==> config.mk <==
export PLATFORM = sky130hd
export DESIGN_NAME = pcs_card_port
export DESIGN_NICKNAME = d
export VERILOG_FILES = /design/src/pcs_pkg.sv /design/src/pcs_card_port.sv
export VERILOG_INCLUDE_DIRS = /design/src
export SDC_FILE = /design/constraint.sdc
export NUM_CORES = 1
export LEC_CHECK = 0
export ABC_AREA = 1
export BUFFER_PORTS_ARGS = -buffer_cell sky130_fd_sc_hd__buf_2
export CAP_MARGIN = 40
export CORE_MARGIN = 4
export CORE_UTILIZATION = 46
export CTS_CLUSTER_SIZE = 14
export DETAILED_ROUTE_END_ITERATION = 10
export PLACE_DENSITY = 0.84
export RECOVER_POWER = 100
export SLEW_MARGIN = 20
export SYNTH_ARGS = -nofsm -noshare
export SYNTH_HDL_FRONTEND = slang
export SYNTH_SLANG_ARGS = --single-unit
==> constraint.sdc <==
create_clock -name sys_clk -period 1.4 [get_ports sys_clk]
set_input_delay 0.07 -clock sys_clk [delete_from_list [all_inputs] [get_ports sys_clk]]
set_output_delay 0.07 -clock sys_clk [all_outputs]
set_load 0.01 [all_outputs]
==> src/pcs_cfg.svh <==
// Constants for the PC Card slot target port
`ifndef PCS_CFG_SVH
`define PCS_CFG_SVH
`define PCS_ADDR_W 26
`define PCS_DATA_W 16
`define PCS_MODE_GENERIC16 3'h4
`define PCS_WAIT_CYCLES 4'h2
`endif

==> src/pcs_pkg.sv <==
// Types for the PC Card slot target port
package pcs_pkg;
  typedef enum logic [1:0] {PCS_IDLE, PCS_WAIT, PCS_DONE} pcs_state_t;
  typedef enum logic [1:0] {PCS_SP_COMMON, PCS_SP_ATTR, PCS_SP_IO} pcs_space_t;
endpackage

==> src/pcs_card_port.sv <==
// PC Card slot target port: space decode, lanes, strobes and wait
`timescale 1ns/1ns
`include "pcs_cfg.svh"
// Contract
// - Three spaces, IO, common and attribute, each 64 Mbyte.
// - Space select high means common memory, low attribute or IO.
// - Low enable alone: byte on low lane, address bit 0 picks byte.
// - High enable alone: odd byte on upper lane.
// - Both enables: full 16-bit word on all lines.
// - Target holds wait low as long as needed; host waits.
// - Device offers a 16-bit generic host bus mode.
// - Mode selection is captured at reset release.
// - After reset the bus signals follow the captured mode.
// - Wait held active until arbitration done and data ready.
// - Generic mode chosen when configuration inputs read 100.
module pcs_card_port
(
  input  wire logic                     sys_clk,
  input  wire logic                     srst,
  input  wire logic [2:0]               cfgPins,
  input  wire logic [`PCS_ADDR_W-1:0]   addr,
  input  wire logic                     space_select_n,
  input  wire logic                     low_lane_enable_n,
  input  wire logic                     high_lane_enable_n,
  input  wire logic                     mem_read_strobe_n,
  input  wire logic                     mem_write_strobe_n,
  input  wire logic                     io_read_strobe_n,
  input  wire logic                     io_write_strobe_n,
  input  wire logic [`PCS_DATA_W-1:0]   dataIn,
  output logic      [`PCS_DATA_W-1:0]   dataOut,
  output logic      [1:0]               dataOe,
  output logic                          cycle_extend_n,
  output logic                          modeActive,
  output logic                          userReq,
  output logic                          userWrite,
  output logic      [1:0]               userSpace,
  output logic      [`PCS_ADDR_W-1:0]   userAddr,
  output logic      [1:0]               userLanes,
  output logic      [`PCS_DATA_W-1:0]   userWdata,
  input  wire logic                     userBusy,
  input  wire logic [`PCS_DATA_W-1:0]   userRdata
);

  // Pin inputs cross three stages; a change counts when stages 2 and 3 agree
  localparam int NPIN = 7;
  logic [NPIN-1:0] s1_r, s2_r, s3_r, pin_r;
  logic [NPIN-1:0] s1_nxt, s2_nxt, s3_nxt, pin_nxt;
  logic [`PCS_ADDR_W-1:0] addrS1_r, addrS2_r;
  logic [`PCS_DATA_W-1:0] dinS1_r, dinS2_r;

  always_comb
  begin
    s1_nxt = {space_select_n, low_lane_enable_n, high_lane_enable_n,
              mem_read_strobe_n, mem_write_strobe_n,
              io_read_strobe_n, io_write_strobe_n};
    s2_nxt = s1_r;
    s3_nxt = s2_r;
    pin_nxt = pin_r;
    for (int i = 0; i < NPIN; i++)
    begin
      if (s2_r[i] == s3_r[i])
        pin_nxt[i] = s3_r[i];
    end
  end

  always_ff @(posedge sys_clk)
  begin
    if (srst)
    begin
      s1_r  <= '1;
      s2_r  <= '1;
      s3_r  <= '1;
      pin_r <= '1;
    end
    else
    begin
      s1_r  <= s1_nxt;
      s2_r  <= s2_nxt;
      s3_r  <= s3_nxt;
      pin_r <= pin_nxt;
    end
  end

  // Address and data are held stable by the host while strobes are low
  always_ff @(posedge sys_clk)
  begin
    addrS1_r <= addr;
    addrS2_r <= addrS1_r;
    dinS1_r  <= dataIn;
    dinS2_r  <= dinS1_r;
  end

  logic spSel, loEn, hiEn, mRd, mWr, ioRd, ioWr;
  assign {spSel, loEn, hiEn, mRd, mWr, ioRd, ioWr} = ~pin_r;
  // spSel here is active high of the inverted pin: 1 means pin low

  // Mode capture at the first clock edge after reset release
  logic       capDone_r, capDone_nxt;
  logic       mode_r, mode_nxt;
  always_comb
  begin
    capDone_nxt = 1'b1;
    mode_nxt = mode_r;
    if (!capDone_r)
      mode_nxt = (cfgPins == `PCS_MODE_GENERIC16);
  end

  always_ff @(posedge sys_clk)
  begin
    if (srst)
    begin
      capDone_r <= 1'b0;
      mode_r    <= 1'b0;
    end
    else
    begin
      capDone_r <= capDone_nxt;
      mode_r    <= mode_nxt;
    end
  end
  assign modeActive = mode_r;

  // Space decode from the select level and the strobe family in use
  function automatic logic [1:0] decodeSpace(input logic selLow,
                                             input logic ioCycle);
    if (!selLow)
      decodeSpace = pcs_pkg::PCS_SP_COMMON;
    else if (ioCycle)
      decodeSpace = pcs_pkg::PCS_SP_IO;
    else
      decodeSpace = pcs_pkg::PCS_SP_ATTR;
  endfunction

  logic anyEn, ioCyc, rdCyc, wrCyc, start;
  assign anyEn = loEn | hiEn;
  assign ioCyc = ioRd | ioWr;
  // Strobe family must match the space: IO strobes only with select low
  assign rdCyc = mRd | (ioRd & spSel);
  assign wrCyc = mWr | (ioWr & spSel);

  pcs_pkg::pcs_state_t state_r, state_nxt;
  logic [3:0]  cnt_r, cnt_nxt;
  logic        wait_r, wait_nxt;
  logic        req_r, req_nxt, wr_r, wr_nxt;
  logic [1:0]  sp_r, sp_nxt, lanes_r, lanes_nxt, oe_r, oe_nxt;
  logic [`PCS_ADDR_W-1:0] ua_r, ua_nxt;
  logic [`PCS_DATA_W-1:0] wd_r, wd_nxt, rd_r, rd_nxt;

  assign start = mode_r & anyEn & (rdCyc | wrCyc);

  always_comb
  begin
    state_nxt = state_r;
    cnt_nxt   = cnt_r;
    wait_nxt  = wait_r;
    req_nxt   = 1'b0;
    wr_nxt    = wr_r;
    sp_nxt    = sp_r;
    lanes_nxt = lanes_r;
    ua_nxt    = ua_r;
    wd_nxt    = wd_r;
    rd_nxt    = rd_r;
    oe_nxt    = oe_r;
    case (state_r)
      pcs_pkg::PCS_IDLE:
      begin
        oe_nxt = 2'h0;
        if (start)
        begin
          state_nxt = pcs_pkg::PCS_WAIT;
          cnt_nxt   = `PCS_WAIT_CYCLES;
          wait_nxt  = 1'b1;
          req_nxt   = 1'b1;
          wr_nxt    = wrCyc;
          sp_nxt    = decodeSpace(spSel, ioCyc);
          lanes_nxt = {hiEn, loEn};
          ua_nxt    = addrS2_r;
          // Write data passes unshifted; an odd byte stays on the upper lane when only hi is on
          wd_nxt    = dinS2_r;
        end
      end
      pcs_pkg::PCS_WAIT:
      begin
        if (cnt_r != 4'h0)
          cnt_nxt = cnt_r - 4'h1;
        else if (!userBusy)
        begin
          state_nxt = pcs_pkg::PCS_DONE;
          wait_nxt  = 1'b0;
          rd_nxt    = userRdata;
          if (!wr_r)
            oe_nxt = lanes_r;
        end
      end
      pcs_pkg::PCS_DONE:
      begin
        // Drop the lanes as soon as the enables or strobes go away
        if (!anyEn || !(rdCyc | wrCyc))
        begin
          state_nxt = pcs_pkg::PCS_IDLE;
          oe_nxt    = 2'h0;
        end
      end
      default:
      begin
        state_nxt = pcs_pkg::PCS_IDLE;
        wait_nxt  = 1'b0;
        oe_nxt    = 2'h0;
      end
    endcase
  end

  always_ff @(posedge sys_clk)
  begin
    if (srst)
    begin
      state_r <= pcs_pkg::PCS_IDLE;
      cnt_r   <= 4'h0;
      wait_r  <= 1'b0;
      req_r   <= 1'b0;
      wr_r    <= 1'b0;
      sp_r    <= 2'h0;
      lanes_r <= 2'h0;
      ua_r    <= '0;
      wd_r    <= '0;
      rd_r    <= '0;
      oe_r    <= 2'h0;
    end
    else
    begin
      state_r <= state_nxt;
      cnt_r   <= cnt_nxt;
      wait_r  <= wait_nxt;
      req_r   <= req_nxt;
      wr_r    <= wr_nxt;
      sp_r    <= sp_nxt;
      lanes_r <= lanes_nxt;
      ua_r    <= ua_nxt;
      wd_r    <= wd_nxt;
      rd_r    <= rd_nxt;
      oe_r    <= oe_nxt;
    end
  end

  assign cycle_extend_n = ~wait_r;
  assign userReq   = req_r;
  assign userWrite = wr_r;
  assign userSpace = sp_r;
  assign userAddr  = ua_r;
  assign userLanes = lanes_r;
  assign userWdata = wd_r;
  assign dataOut   = rd_r;
  assign dataOe    = oe_r;

  wait_until_ready_a: assert property (@(posedge sys_clk) disable iff (srst)
    (state_r == pcs_pkg::PCS_WAIT) |-> !cycle_extend_n)
    else $error("wait released before the cycle completed");
  wait_on_start_a: assert property (@(posedge sys_clk) disable iff (srst)
    (state_r == pcs_pkg::PCS_IDLE && start) |=> !cycle_extend_n)
    else $error("wait not asserted one cycle after a start");
  idle_no_drive_a: assert property (@(posedge sys_clk) disable iff (srst)
    (state_r == pcs_pkg::PCS_IDLE && !anyEn) |=> dataOe == 2'h0)
    else $error("data driven without a card enable");
  lane_match_a: assert property (@(posedge sys_clk) disable iff (srst)
    dataOe != 2'h0 |-> dataOe == userLanes)
    else $error("driven lanes differ from enabled lanes");
  no_mode_idle_a: assert property (@(posedge sys_clk) disable iff (srst)
    !modeActive |=> !userReq)
    else $error("cycle taken outside the selected mode");
  mode_capture_a: assert property (@(posedge sys_clk)
    $fell(srst) ##1 1'b1 |->
      modeActive == ($past(cfgPins) == `PCS_MODE_GENERIC16))
    else $error("mode not captured from configuration inputs");
  space_common_a: assert property (@(posedge sys_clk) disable iff (srst)
    (userReq && !$past(spSel)) |-> userSpace == 2'h0)
    else $error("common space not decoded from select high");
  write_no_drive_a: assert property (@(posedge sys_clk) disable iff (srst)
    userWrite |-> dataOe == 2'h0)
    else $error("data lines driven during a write");

endmodule

* Yosys cells after proc, flatten, opt, wreduce, memory -nomap -nowiden
Cells that the tools add are included.
Cells by class: add/sub/neg operators 1, eq/ne operators 16, multiplexer cells 20, bitwise logic cells 15, reductions and logical operators 13
Operator list (number):
- 2-to-1 mux 2 bit | 9
- inequality test 2 bit, second input constant | 6
- AND reduction 4 bit | 3
- 2-to-1 mux 4 bit | 2
- one-hot mux 4 bit (2 select lines) | 1
- equality test 1 bit | 7
- inverter 7 bit | 1
- one-hot mux 2 bit (3 select lines) | 1
- AND reduction 3 bit | 2
- 2-to-1 mux 1 bit | 5
- inverter 1 bit | 5
- bitwise OR 1 bit | 5
- AND 1 bit | 4
- one-hot mux 2 bit (2 select lines) | 1
- nonzero test 4 bit | 1
- subtractor 4 x 1 -> 4 bit, second input constant | 1
- equality test 3 bit, second input constant | 1
- one-hot mux 1 bit (3 select lines) | 1
- equality test 2 x 1 -> 1 bit, second input constant | 1
- equality test 2 bit, second input constant | 1
- logical NOT 1 bit | 2
- logical NOT 2 bit | 1
- AND reduction 2 bit | 1
- nonzero test 2 bit | 1
- other kinds (2) | 2
Storage, ports and cells: register bits after elaboration 187, output and inout port bits 68, logic and storage cells 92

* Logic depth before layout (Yosys ltp)
Gate-level depths: netlist of the first run.
word-level depth 8, mapped depth 9, mapped depth without buffers 8

* Worst setup path before layout of the first run
No wires, ideal clock.
path kind register -> register, from register cnt_r[0], to register rd_r[10], in the netlist dataOut[10], arrival 1285 ps, slack -1 ps, stages on the path, launching flop included 9, clock period less this slack 1401 ps, path through dfxtp_1 inv_1 ha_1 nand3_1 nor3_4 inv_2 buf_2 nor2_1 nor2_1
On the way: word-level cells in the longest chain between the ends 3
Ends and longest elaborated chain:
- start, declared | RTL line pcs_card_port.sv:142 | logic [3:0] cnt_r, cnt_nxt;
- start signal, assigned | RTL line pcs_card_port.sv:232 | cnt_r <= cnt_nxt;
- nonzero test 4 bit | RTL line pcs_card_port.sv:184 | if (cnt_r != 4'h0)
- inverter 1 bit (no line)
- AND reduction 3 bit (no line)
- end signal, assigned | RTL line pcs_card_port.sv:240 | rd_r <= rd_nxt;
- end, declared | RTL line pcs_card_port.sv:147 | logic [`PCS_DATA_W-1:0] wd_r, wd_nxt, rd_r, rd_nxt;
No other way between the ends. A chain may end at the register's enable or synchronous reset.

* Final worst setup path of the first run
from register cnt_r[0], to register rd_r[3], in the netlist dataOut[3]
The elaborated chain is that of the path after synthesis.

==> results of run 1 <==
## worst max path at each step
stage	endpoint	slack (ps)
final	dataOut[3]	-20
after global routing	dataOut[1]	-110
after CTS	dataOut[3]	3
after detailed placement	wait_r	-10
after global placement	wait_r	70
after floorplan	dataOut[10]	9
## state kept, by name, summed over array words and instances, names as in the netlist, 4 cells and up
name / cells
userWdata: 16
addrS2_r: 26
dataOut: 16
userAddr: 26
s3_r: 7
pin_r: 7
s1_r: 7
dinS1_r: 16
s2_r: 7
addrS1_r: 26
dinS2_r: 16
cnt_r: 4
## layer usage
layer,global-route usage [%],routed length [um]
met4,8.58,256
met3,6.27,1020
met2,35.1,6950
met5,0,0
met1,20.9,5320
## final cells by class
class,count,area (um2)
Fill cell,840,3750
Sequential cell,187,3750
Multi-Input combinational cell,296,1560
Timing Repair Buffer,230,1510
Clock buffer,20,457
Tap cell,143,179
Clock inverter,10,166
Inverter,22,87.6
Timing Repair inverter,1,8.76
## logic make-up (layout without fill, tap and decap cells)
kind of cell,after synthesis,after routing
AO/OA/AOI/OAI,85,85
buffers and inverters,52,283
adder cells (fa/ha/maj),2,2
XOR/XNOR,1,1
AND/OR/NAND/NOR,208,208
flip-flops,187,187
## cell usage in the layout, fill, tap and decap left out, types with 2 or more instances in the layout
cell / instances
o21ai_0: 18
clkbuf_1: 73
buf_2: 64
nand3_1: 9
or2_2: 20
inv_2: 3
nand2_1: 73
dfxtp_2: 6
dlygate4sd3_1: 69
clkbuf_8: 2
inv_6: 2
o21ai_1: 9
clkbuf_2: 2
buf_8: 2
nor2_2: 4
buf_4: 15
a21oi_1: 54
bufinv_16: 4
inv_1: 17
nand3_2: 2
nand4_1: 46
nand2_2: 2
buf_6: 4
nor2_1: 40
nor2_4: 4
clkbuf_16: 17
clkinvlp_4: 5
and2_1: 3
dfxtp_1: 181
## worst reg2reg max path: stages (launching register included)
cell	delay, ps
dfxtp_2	320
inv_2	80
ha_4	140
nand3_4	90
nor3_4	210
buf_6	150
buf_6	100
buf_8	120
o21ai_1	60
nor2_1	100
## power by group through the flow
stage          Sequential [mW]  Combinational, mW  Clock, mW
2_1_floorplan             5.62             0.0623          0
3_3_place_gp              5.63              0.182          0
3_5_place_dp              5.64              0.186          0
4_1_cts                   5.52              0.334       5.07
5_1_grt                   5.53              0.370       5.29
6_report                  5.52              0.342       5.00
## what timing repair did
| action | 4_1_cts | 5_1_grt |
|---|---|---|
| resized for setup | 2 | 44 |
| hold buffers | 69 | 0 |
| endpoints found under the setup margin | 3 | 40 |
| hold endpoints to repair | 67 | 0 |
| gates cloned | 0 | 2 |
| pin swaps | 0 | 7 |
| buffers inserted | 0 | 8 |
==> out/qor.txt, run 1 <==
Outcome: finished with violations
Failing checks: setup timing
Number of buffers created by CTS: 17
Post-route DRC: 0
Total Routing Usage GR: 19.5%
Post-Synth XOR/XNOR Area: 0.162%
# clock sinks: 187
Hold endpoint: state_r[0]
Row cnt: 39
Largest net degree at the start of global routing: 55
Worst-skew pair later-pin latency: 420 ps
Placed inst area: 6330 um2
CP max stage delay: 320 ps
Crit path top cell by count: buf_6
Routed Antenna Nets: 0
Drt initial violations: 220
Post-Syn Nets: 608
Seq pwr share: 50.8%
Worst setup EP type: register
Yosys top cell by area: dfxtp_1
Reg-to-reg slack, setup: -20 ps
Sw Ratio: 19.3%
Synth async-reset ratio: 0%
Max frequency: 702 MHz
CTS tree: done
Adder-cell share of the synthesized area: 0.462%
Htree depth: 4
Cells after Synth: 535
Fin. max-slew vios: 0
Gpl congestion: 0.838
Clock Tree Root: clkbuf_16
Fraction of layout cells with a size suffix above 1: 21.9%
Drt pass-1 iters: 4
Cell count after placement: 800
Mux cell area share after synthesis: 0%
Top FF cell, synth: dfxtp_1
Endpoints failing setup: 9
Max VDD drop: 1.20 mV
Worst path top cell family by delay: buffers and inverters
Post-route clock period utilization: 102%
Syn Area/Cell: 10.1 um2
Seq/Total Area, Yosys: 69.2%
DR vias: 4,539
Max-cap violations: 0
Final cell count without fillers: 909
Top-count cell post-synth: dfxtp_1
Setup TNS: -136 ps
Power Dens Cells: 1410 nW/um2
Synth warn: 0
WP data required: 1750 ps
Crit start category: register
Cell Area, Synth: 5410 um2
Int Pwr: 8.77 mW
Die Y: 116 um
Final worst slack: -24.8 ps
Post-synth EDFFs: 0
Arrival time worst endpoint: 1780 ps
Netlist cell types: 25
Clock power share: 46.0%
WHS: 39.6 ps
Fin area: 7710 um2
Max clock buf depth: 2
Die area: 13,600 um2
Crit path max fanout: 8
Worst Hold Class: input port to register
Clock slew at reported path FFs: 60 ps
Area grow syn2layout: 42.5%
RSZ-0062 raised after global routing: yes
Cells taking the most area after synthesis: dfxtp_1, nand4_1, nand2_1, a21oi_1, nor2_1
Critical-path cell list: inv_2, ha_4, nand3_4, nor3_4, buf_6, buf_6, buf_8, o21ai_1, nor2_1
Min-delay src: userBusy
Final Util: 67.3%
Chip width: 116 um
#FFs+latches synth: 187
Vias per cell: 4.99
Hold violation count in the final report: 0
Power share of the combinational group: 3.1%
Ports: 139
Antenna diode count: 0
Largest family of logic cells by synthesized area: simple AND/OR/NAND/NOR gates
Hold depth: 3
P_sw: 2.09 mW
Type of the worst setup path: register to register
Total Power: 10.9 mW
Worst R2R Start: cnt_r[0]
Crit path launch: cnt_r[0]
Nets: 828
CP max stage cell: dfxtp_2
DP Worst Slack: -14.0 ps
CORE AREA: 11,500 um2
Reg2reg path depth: 9
Stages on worst setup path: 9
Reg2reg end: dataOut[3]
Initial antenna violation count: 0
Commonest cells post-synth: dfxtp_1, nand2_1, a21oi_1, nand4_1, nor2_1
Initial Utilization: 47.2%
Simple-Gate Fraction of Synth Area: 18.6%
Slew HR: 62.3%
Final min period: 1420 ps
Vias in the first global route: 4,532
Slew @ Worst Pin: 566 ps
Clock skew: 7.43 ps
Post-Route WL: 13,500 um
Detail Placement HPWL: 7880 um
Synth top area share: 69.2%
PortBufs: 138
P_leak: 3.14 nW
DR WL/cell: 14.9 um
Compound-Gate Fraction of Synth Area: 7.93%
CP bufs+invs: 4
Congestion Overflow GR: 0
First-pass GRT wire length: 20,600 um
Note: power is estimated with default switching activity, not from simulation.
==> run 2, diff against run 1 <==
- SETUP_SLACK_MARGIN: not set -> 0.3
==> run 2 against run 1 <==
  * The run still ends with setup timing left
  * Critical path type unchanged
  * Non-clock buffer count up 22
  * Highest routed layer unchanged
  * Routed wire length up 27%
  * Maximum frequency down 3.5%
  * Global-route usage up 3.4 points
  * Core utilization up 8.3 points
  * First-iteration DRC count up 37%
  * Hold slack better by 110 ps
  * Combinational power up 5%
  * Cell count up 2.8%
  * Flip-flop and latch count unchanged
==> out/qor.txt, run 2 (synthesized netlist as in run 1, its figures left out) <==
Max VDD drop: 1.27 mV (+5.6%)
Total Power: 11.2 mW (+2.8%)
Fill cell count: 654 (-22%)
Failing checks: setup timing
Clock skew: 7.82 ps (+0.394 ps)
Detail Placement HPWL: 7920 um (+0.49%)
Fin. max-slew vios: 0 (unchanged)
Hold violation count in the final report: 0 (unchanged)
Max-cap violations: 0 (unchanged)
Congestion Overflow GR: 0 (unchanged)
Initial antenna violation count: 0 (unchanged)
Vias per cell: 5.15 (+3.1%)
DR WL/cell: 18.5 um (+24%)
CORE AREA: 11,500 um2 (unchanged)
Clock Tree Root: clkbuf_16
Worst-skew pair later-pin latency: 440 ps (+20 ps)
Arrival time worst endpoint: 1790 ps (about the same)
Drt initial violations: 301 (+37%)
Drt pass-1 iters: 4 (unchanged)
Vias in the first global route: 4,905 (+8.2%)
Slew @ Worst Pin: 398 ps (-168 ps)
Worst setup EP type: register
Total Routing Usage GR: 22.9% (+3.4 points)
Nets: 850 (+2.7%)
Reg2reg path depth: 8 (-1)
Gpl congestion: 0.830 (-0.97%)
Crit path max fanout: 6 (-2)
Slew HR: 73.5% (+11 points)
CTS tree: done
Type of the worst setup path: register to register
P_leak: 3.74 nW (+19%)
Outcome: finished with violations
Max frequency: 677 MHz (-3.5%)
Post-Route WL: 17,200 um (+27%)
Cell count after placement: 799 (-0.13%)
Routed Antenna Nets: 0 (unchanged)
PortBufs: 138 (unchanged)
WHS: 153 ps (+113 ps)
Htree depth: 4 (unchanged)
Final cell count without fillers: 934 (+2.8%)
First-pass GRT wire length: 23,800 um (+15%)
Number of buffers created by CTS: 17 (unchanged)
Commonest non-fill, non-tap cell in the layout: dfxtp_1
Row cnt: 39 (unchanged)
Commonest cells after routing, fill and taps aside: dfxtp_1, buf_2, dlygate4sd3_1
Largest net degree at the start of global routing: 77 (+40%)
Die Y: 116 um (unchanged)
Post-route clock period utilization: 105% (+3.7 points)
Power Dens Cells: 1290 nW/um2 (-8.5%)
Die area: 13,600 um2 (unchanged)
Clock slew at reported path FFs: 70 ps (about the same)
Initial Utilization: 47.2% (unchanged)
Final min period: 1480 ps (+52.2 ps)
Hold depth: 3 (unchanged)
WP data required: 1710 ps (-40 ps)
RSZ-0062 raised after global routing: yes
Fraction of layout cells with a size suffix above 1: 42.5% (+21 points)
Worst Hold Class: input port to register
DR vias: 4,810 (+6.0%)
Final worst slack: -77.0 ps (-52.2 ps)
Max clock buf depth: 2 (unchanged)
Chip width: 116 um (unchanged)
Area grow syn2layout: 60.2%
Crit start category: register
# clock sinks: 187 (unchanged)
Ports: 139 (unchanged)
Post-route DRC: 0 (unchanged)
Endpoints failing setup: 28 (+19)
## run 2: cell count changes in the layout (fill, tap and decap cells not counted), sizes merged
cell	delta
diode	+1
bufinv	+1
clkinv	+5
bufbuf	+1
clkinvlp	-1
clkbuf	-69
buf	+87
## run 2: where the power goes
| part | total (mW) | internal, mW | switching, mW |
|---|---|---|---|
| Combinational | 0.359 | 0.225 | 0.134 |
| Clock | 5.28 | 3.17 | 2.11 |
| Sequential | 5.53 | 5.48 | 0.0533 |
| Total | 11.2 | 8.87 | 2.30 |
## run 2: final cells by class
| class | count | area [um2] | share of cell area [%] |
|---|---|---|---|
| Multi-Input combinational cell | 296 | 1890 | 21.8 |
| Inverter | 22 | 90.1 | 1.04 |
| Timing Repair inverter | 1 | 6.26 | 0.0722 |
| Clock buffer | 17 | 425 | 4.91 |
| Sequential cell | 187 | 3760 | 43.3 |
| Antenna cell | 1 | 2.50 | 0.0289 |
| Clock inverter | 15 | 221 | 2.55 |
| Timing Repair Buffer | 252 | 2100 | 24.2 |
| Tap cell | 143 | 179 | 2.06 |
## run 2: repair_timing
| action | 4_1_cts | 5_1_grt |
|---|---|---|
| pin swaps | 18 | 29 |
| setup endpoints to repair | 73 | 74 |
| hold endpoints to repair | 67 | 0 |
| gates resized for setup | 65 | 90 |
| cloned | 6 | 8 |
| setup buffers | 11 | 8 |
| hold buffers | 69 | 0 |
## run 2: path summary, 6_finish.rpt
| check | startpoint | to | slack [ps] |
|---|---|---|---|
| min | srst | userLanes[1] | 150 |
| max | pin_r[1] | userWdata[14] | -80 |
| max reg2reg | pin_r[1] | userWdata[14] | -80 |
| min reg2reg | dinS1_r[9] | dinS2_r[9] | 320 |
## run 2: per-stage QoR
stage                     util, %  setup WS [ps]  area, um2  TNS [ps]
final                        75.6          -77.0       8670     -1210
after detailed placement     55.3           17.8       6340         0
after floorplan                 -           72.6       5450         0
after global placement       55.3           73.1       6340         0
after global routing         75.6           -109       8670     -3540
after CTS                    71.3           24.4       8170         0
## run 2: critical path, stage by stage (launching register included)
cell and delay, ps:
dfxtp_2 340, nor2_2 140, nor2_2 60, nand2_2 110
nand3_4 200, buf_12 200, clkbuf_16 170, nand2_4 60
a21oi_2 50
## run 2: per-layer routing
layer  part of all wire [%]  wire length (um)  GRT usage [%]
met5                      0                 0              0
met4                    3.7               634           10.1
met3                    6.6              1140           6.32
met2                     53              9190           41.8
met1                     36              6280           24.6
==> run 3, diff against run 2 <==
==> constraint.sdc (replaced) <==
create_clock -name sys_clk -period 1.4 [get_ports sys_clk]
set_input_delay 0.14 -clock sys_clk [delete_from_list [all_inputs] [get_ports sys_clk]]
set_output_delay 0.14 -clock sys_clk [all_outputs]
set_load 0.01 [all_outputs]
==> run 3 against run 2 <==
  * The run still ends with setup timing left
  * Clock-buffer cell count unchanged
  * Critical path depth stayed put
  * Sequential power about the same
  * First-iteration DRC count is 5.0% higher
  * Flip-flop and latch count is the same
  * Global-route usage unchanged
  * Sequential share of layout area grew 0.25 points
  * Cell area up 0.68%
  * Core utilization up 0.51 points
==> out/qor.txt, run 3 (synthesized netlist as in run 1, its figures left out) <==
Outcome: finished with violations
Failing checks: setup timing
Congestion Overflow GR: 0 (unchanged)
Row cnt: 39 (unchanged)
Initial Utilization: 47.2% (unchanged)
Arrival time worst endpoint: 1760 ps (-30 ps)
Total Routing Usage GR: 22.9% (unchanged)
Crit path max fanout: 6 (unchanged)
Hold endpoint: modeActive
WP data required: 1700 ps (about the same)
Int Pwr: 8.84 mW (-0.27%)
Reg2reg end: userWdata[14]
Final cell count without fillers: 932 (-0.21%)
Reg2reg path depth: 8 (unchanged)
Final worst slack: -61.8 ps (+15.1 ps)
Sw Ratio: 20.3% (-0.31 points)
Vias in the first global route: 4,908 (+0.061%)
Hold violation count in the final report: 0 (unchanged)
Final Util: 76.1% (+0.51 points)
Power Dens Cells: 1270 nW/um2 (-1.3%)
Seq pwr share: 49.7% (+0.2 points)
Worst Hold Class: input port to register
Die area: 13,600 um2 (unchanged)
Fin area: 8730 um2 (+0.68%)
Commonest non-fill, non-tap cell in the layout: dfxtp_1
Commonest cells after routing, fill and taps aside: dfxtp_1, buf_2, dlygate4sd3_1
Worst R2R Start: pin_r[1]
Clock skew: 10.0 ps (+2.19 ps)
Gpl congestion: 0.830 (unchanged)
PortBufs: 138 (unchanged)
Vias per cell: 5.17 (+0.30%)
Clock power share: 47.1% (-0.2 points)
Final min period: 1460 ps (-15.1 ps)
Die Y: 116 um (unchanged)
DP Worst Slack: 17.8 ps (unchanged)
Grt met3 use: 6.27% (-0.052 points)
CORE AREA: 11,500 um2 (unchanged)
Ports: 139 (unchanged)
Area grow syn2layout: 61.3%
Worst setup EP type: register
Placed inst area: 6340 um2 (unchanged)
Worst-skew pair later-pin latency: 430 ps (about the same)
Crit start category: register
Power share of the combinational group: 3.2% (about the same)
Type of the worst setup path: register to register
Detail Placement HPWL: 7920 um (unchanged)
Fraction of layout cells with a size suffix above 1: 45.8% (+3.3 points)
Htree depth: 4 (unchanged)
Clock Tree Root: clkbuf_16
Drt initial violations: 316 (+5.0%)
Hold depth: 4 (+1)
Max VDD drop: 1.18 mV (-6.8%)
Largest net degree at the start of global routing: 77 (unchanged)
Nets: 848 (-0.24%)
# clock sinks: 187 (unchanged)
Max frequency: 684 MHz (+1.0%)
First-pass GRT wire length: 23,800 um (about the same)
Reg-to-reg slack, setup: -60 ps (+20 ps)
DR WL/cell: 18.2 um (-1.1%)
Top Usage Layer GRT: met2
RSZ-0062 raised after global routing: yes
Max-cap violations: 0 (unchanged)
Post-route DRC: 0 (unchanged)
Post-route clock period utilization: 104% (-1.1 points)
Clock slew at reported path FFs: 60 ps (about the same)
WHS: 19.0 ps (-134 ps)
Chip width: 116 um (unchanged)
Min-delay src: cfgPins[0]
Initial antenna violation count: 0 (unchanged)
Setup TNS: -755 ps (+458 ps)
Slew HR: 72.7% (-0.81 points)
P_sw: 2.25 mW (-2.2%)
Endpoints failing setup: 24 (-14%)
Fin. max-slew vios: 0 (unchanged)
Global-route met2 utilization: 41.9% (+0.11 points)
CTS tree: done
Max clock buf depth: 2 (unchanged)
Routed Antenna Nets: 0 (unchanged)
Post-Route WL: 17,000 um (-1.4%)
Number of buffers created by CTS: 17 (unchanged)
Slew @ Worst Pin: 410 ps (+12.2 ps)
DR vias: 4,814 (+0.083%)
Cell count after placement: 799 (unchanged)
P_leak: 3.76 nW (+0.32%)
Drt pass-1 iters: 4 (unchanged)
Met1 Use GR: 24.5% (-0.066 points)
Total Power: 11.1 mW (-0.65%)
[run 3: changes by cell type in the layout (fill, tap and decap cells not counted), sizes merged]
| cell | change |
|---|---|
| dlygate4sd3 | -4 |
| buf | +2 |
[run 3: critical path: stages (launching register included)]
cell	delay (ps)
dfxtp_2	330
nor2_2	140
nor2_2	60
nand2_2	110
nand3_4	200
buf_12	200
clkbuf_16	170
nand2_4	60
a21oi_2	50
[run 3: worst max path at each step]
| stage | depth (start not counted) | slack, ps | startpoint | to |
|---|---|---|---|---|
| 3_3_place_gp | 6 | 70 | pin_r[5] | userSpace[0] |
| 2_1_floorplan | 8 | 70 | cnt_r[0] | dataOut[10] |
| 3_5_place_dp | 7 | 20 | state_r[0] | dataOut[15] |
| 6_report | 8 | -60 | pin_r[1] | userWdata[14] |
| 5_1_grt | 8 | -120 | pin_r[1] | userWdata[9] |
| 4_1_cts | 7 | 20 | cnt_r[1] | dataOut[15] |
[run 3: timing repair]
| action | 4_1_cts | 5_1_grt |
|---|---|---|
| setup endpoints to repair | 75 | 96 |
| setup buffers | 11 | 10 |
| pin swaps | 18 | 29 |
| gates resized for setup | 66 | 130 |
| hold endpoints to repair | 65 | 0 |
| hold buffers | 65 | 0 |
| cloned | 6 | 8 |
[run 3: layout make-up]
class	count	area [um2]
sequential	187	3800
fill	655	2740
timing repair buffer	250	2110
multi-input combinational	296	1890
clock buffer	17	425
clock inverter	15	221
tap	143	179
inverter	22	90.1
timing repair inverter	1	6.26
antenna	1	2.50
[run 3: per-layer routing]
metal,share of wire (%),wire length [um]
met5,0,0
met4,3.2,549
met3,7.7,1310
met2,53,8950
met1,36,6190
[run 3: power groups by stage]
stage / logic, mW / registers, mW / clock network [mW]
3_5_place_dp: 0.185 / 5.64 / 0
2_1_floorplan: 0.0630 / 5.62 / 0
3_3_place_gp: 0.179 / 5.63 / 0
6_report: 0.351 / 5.51 / 5.23
4_1_cts: 0.330 / 5.52 / 5.25
5_1_grt: 0.375 / 5.52 / 5.50
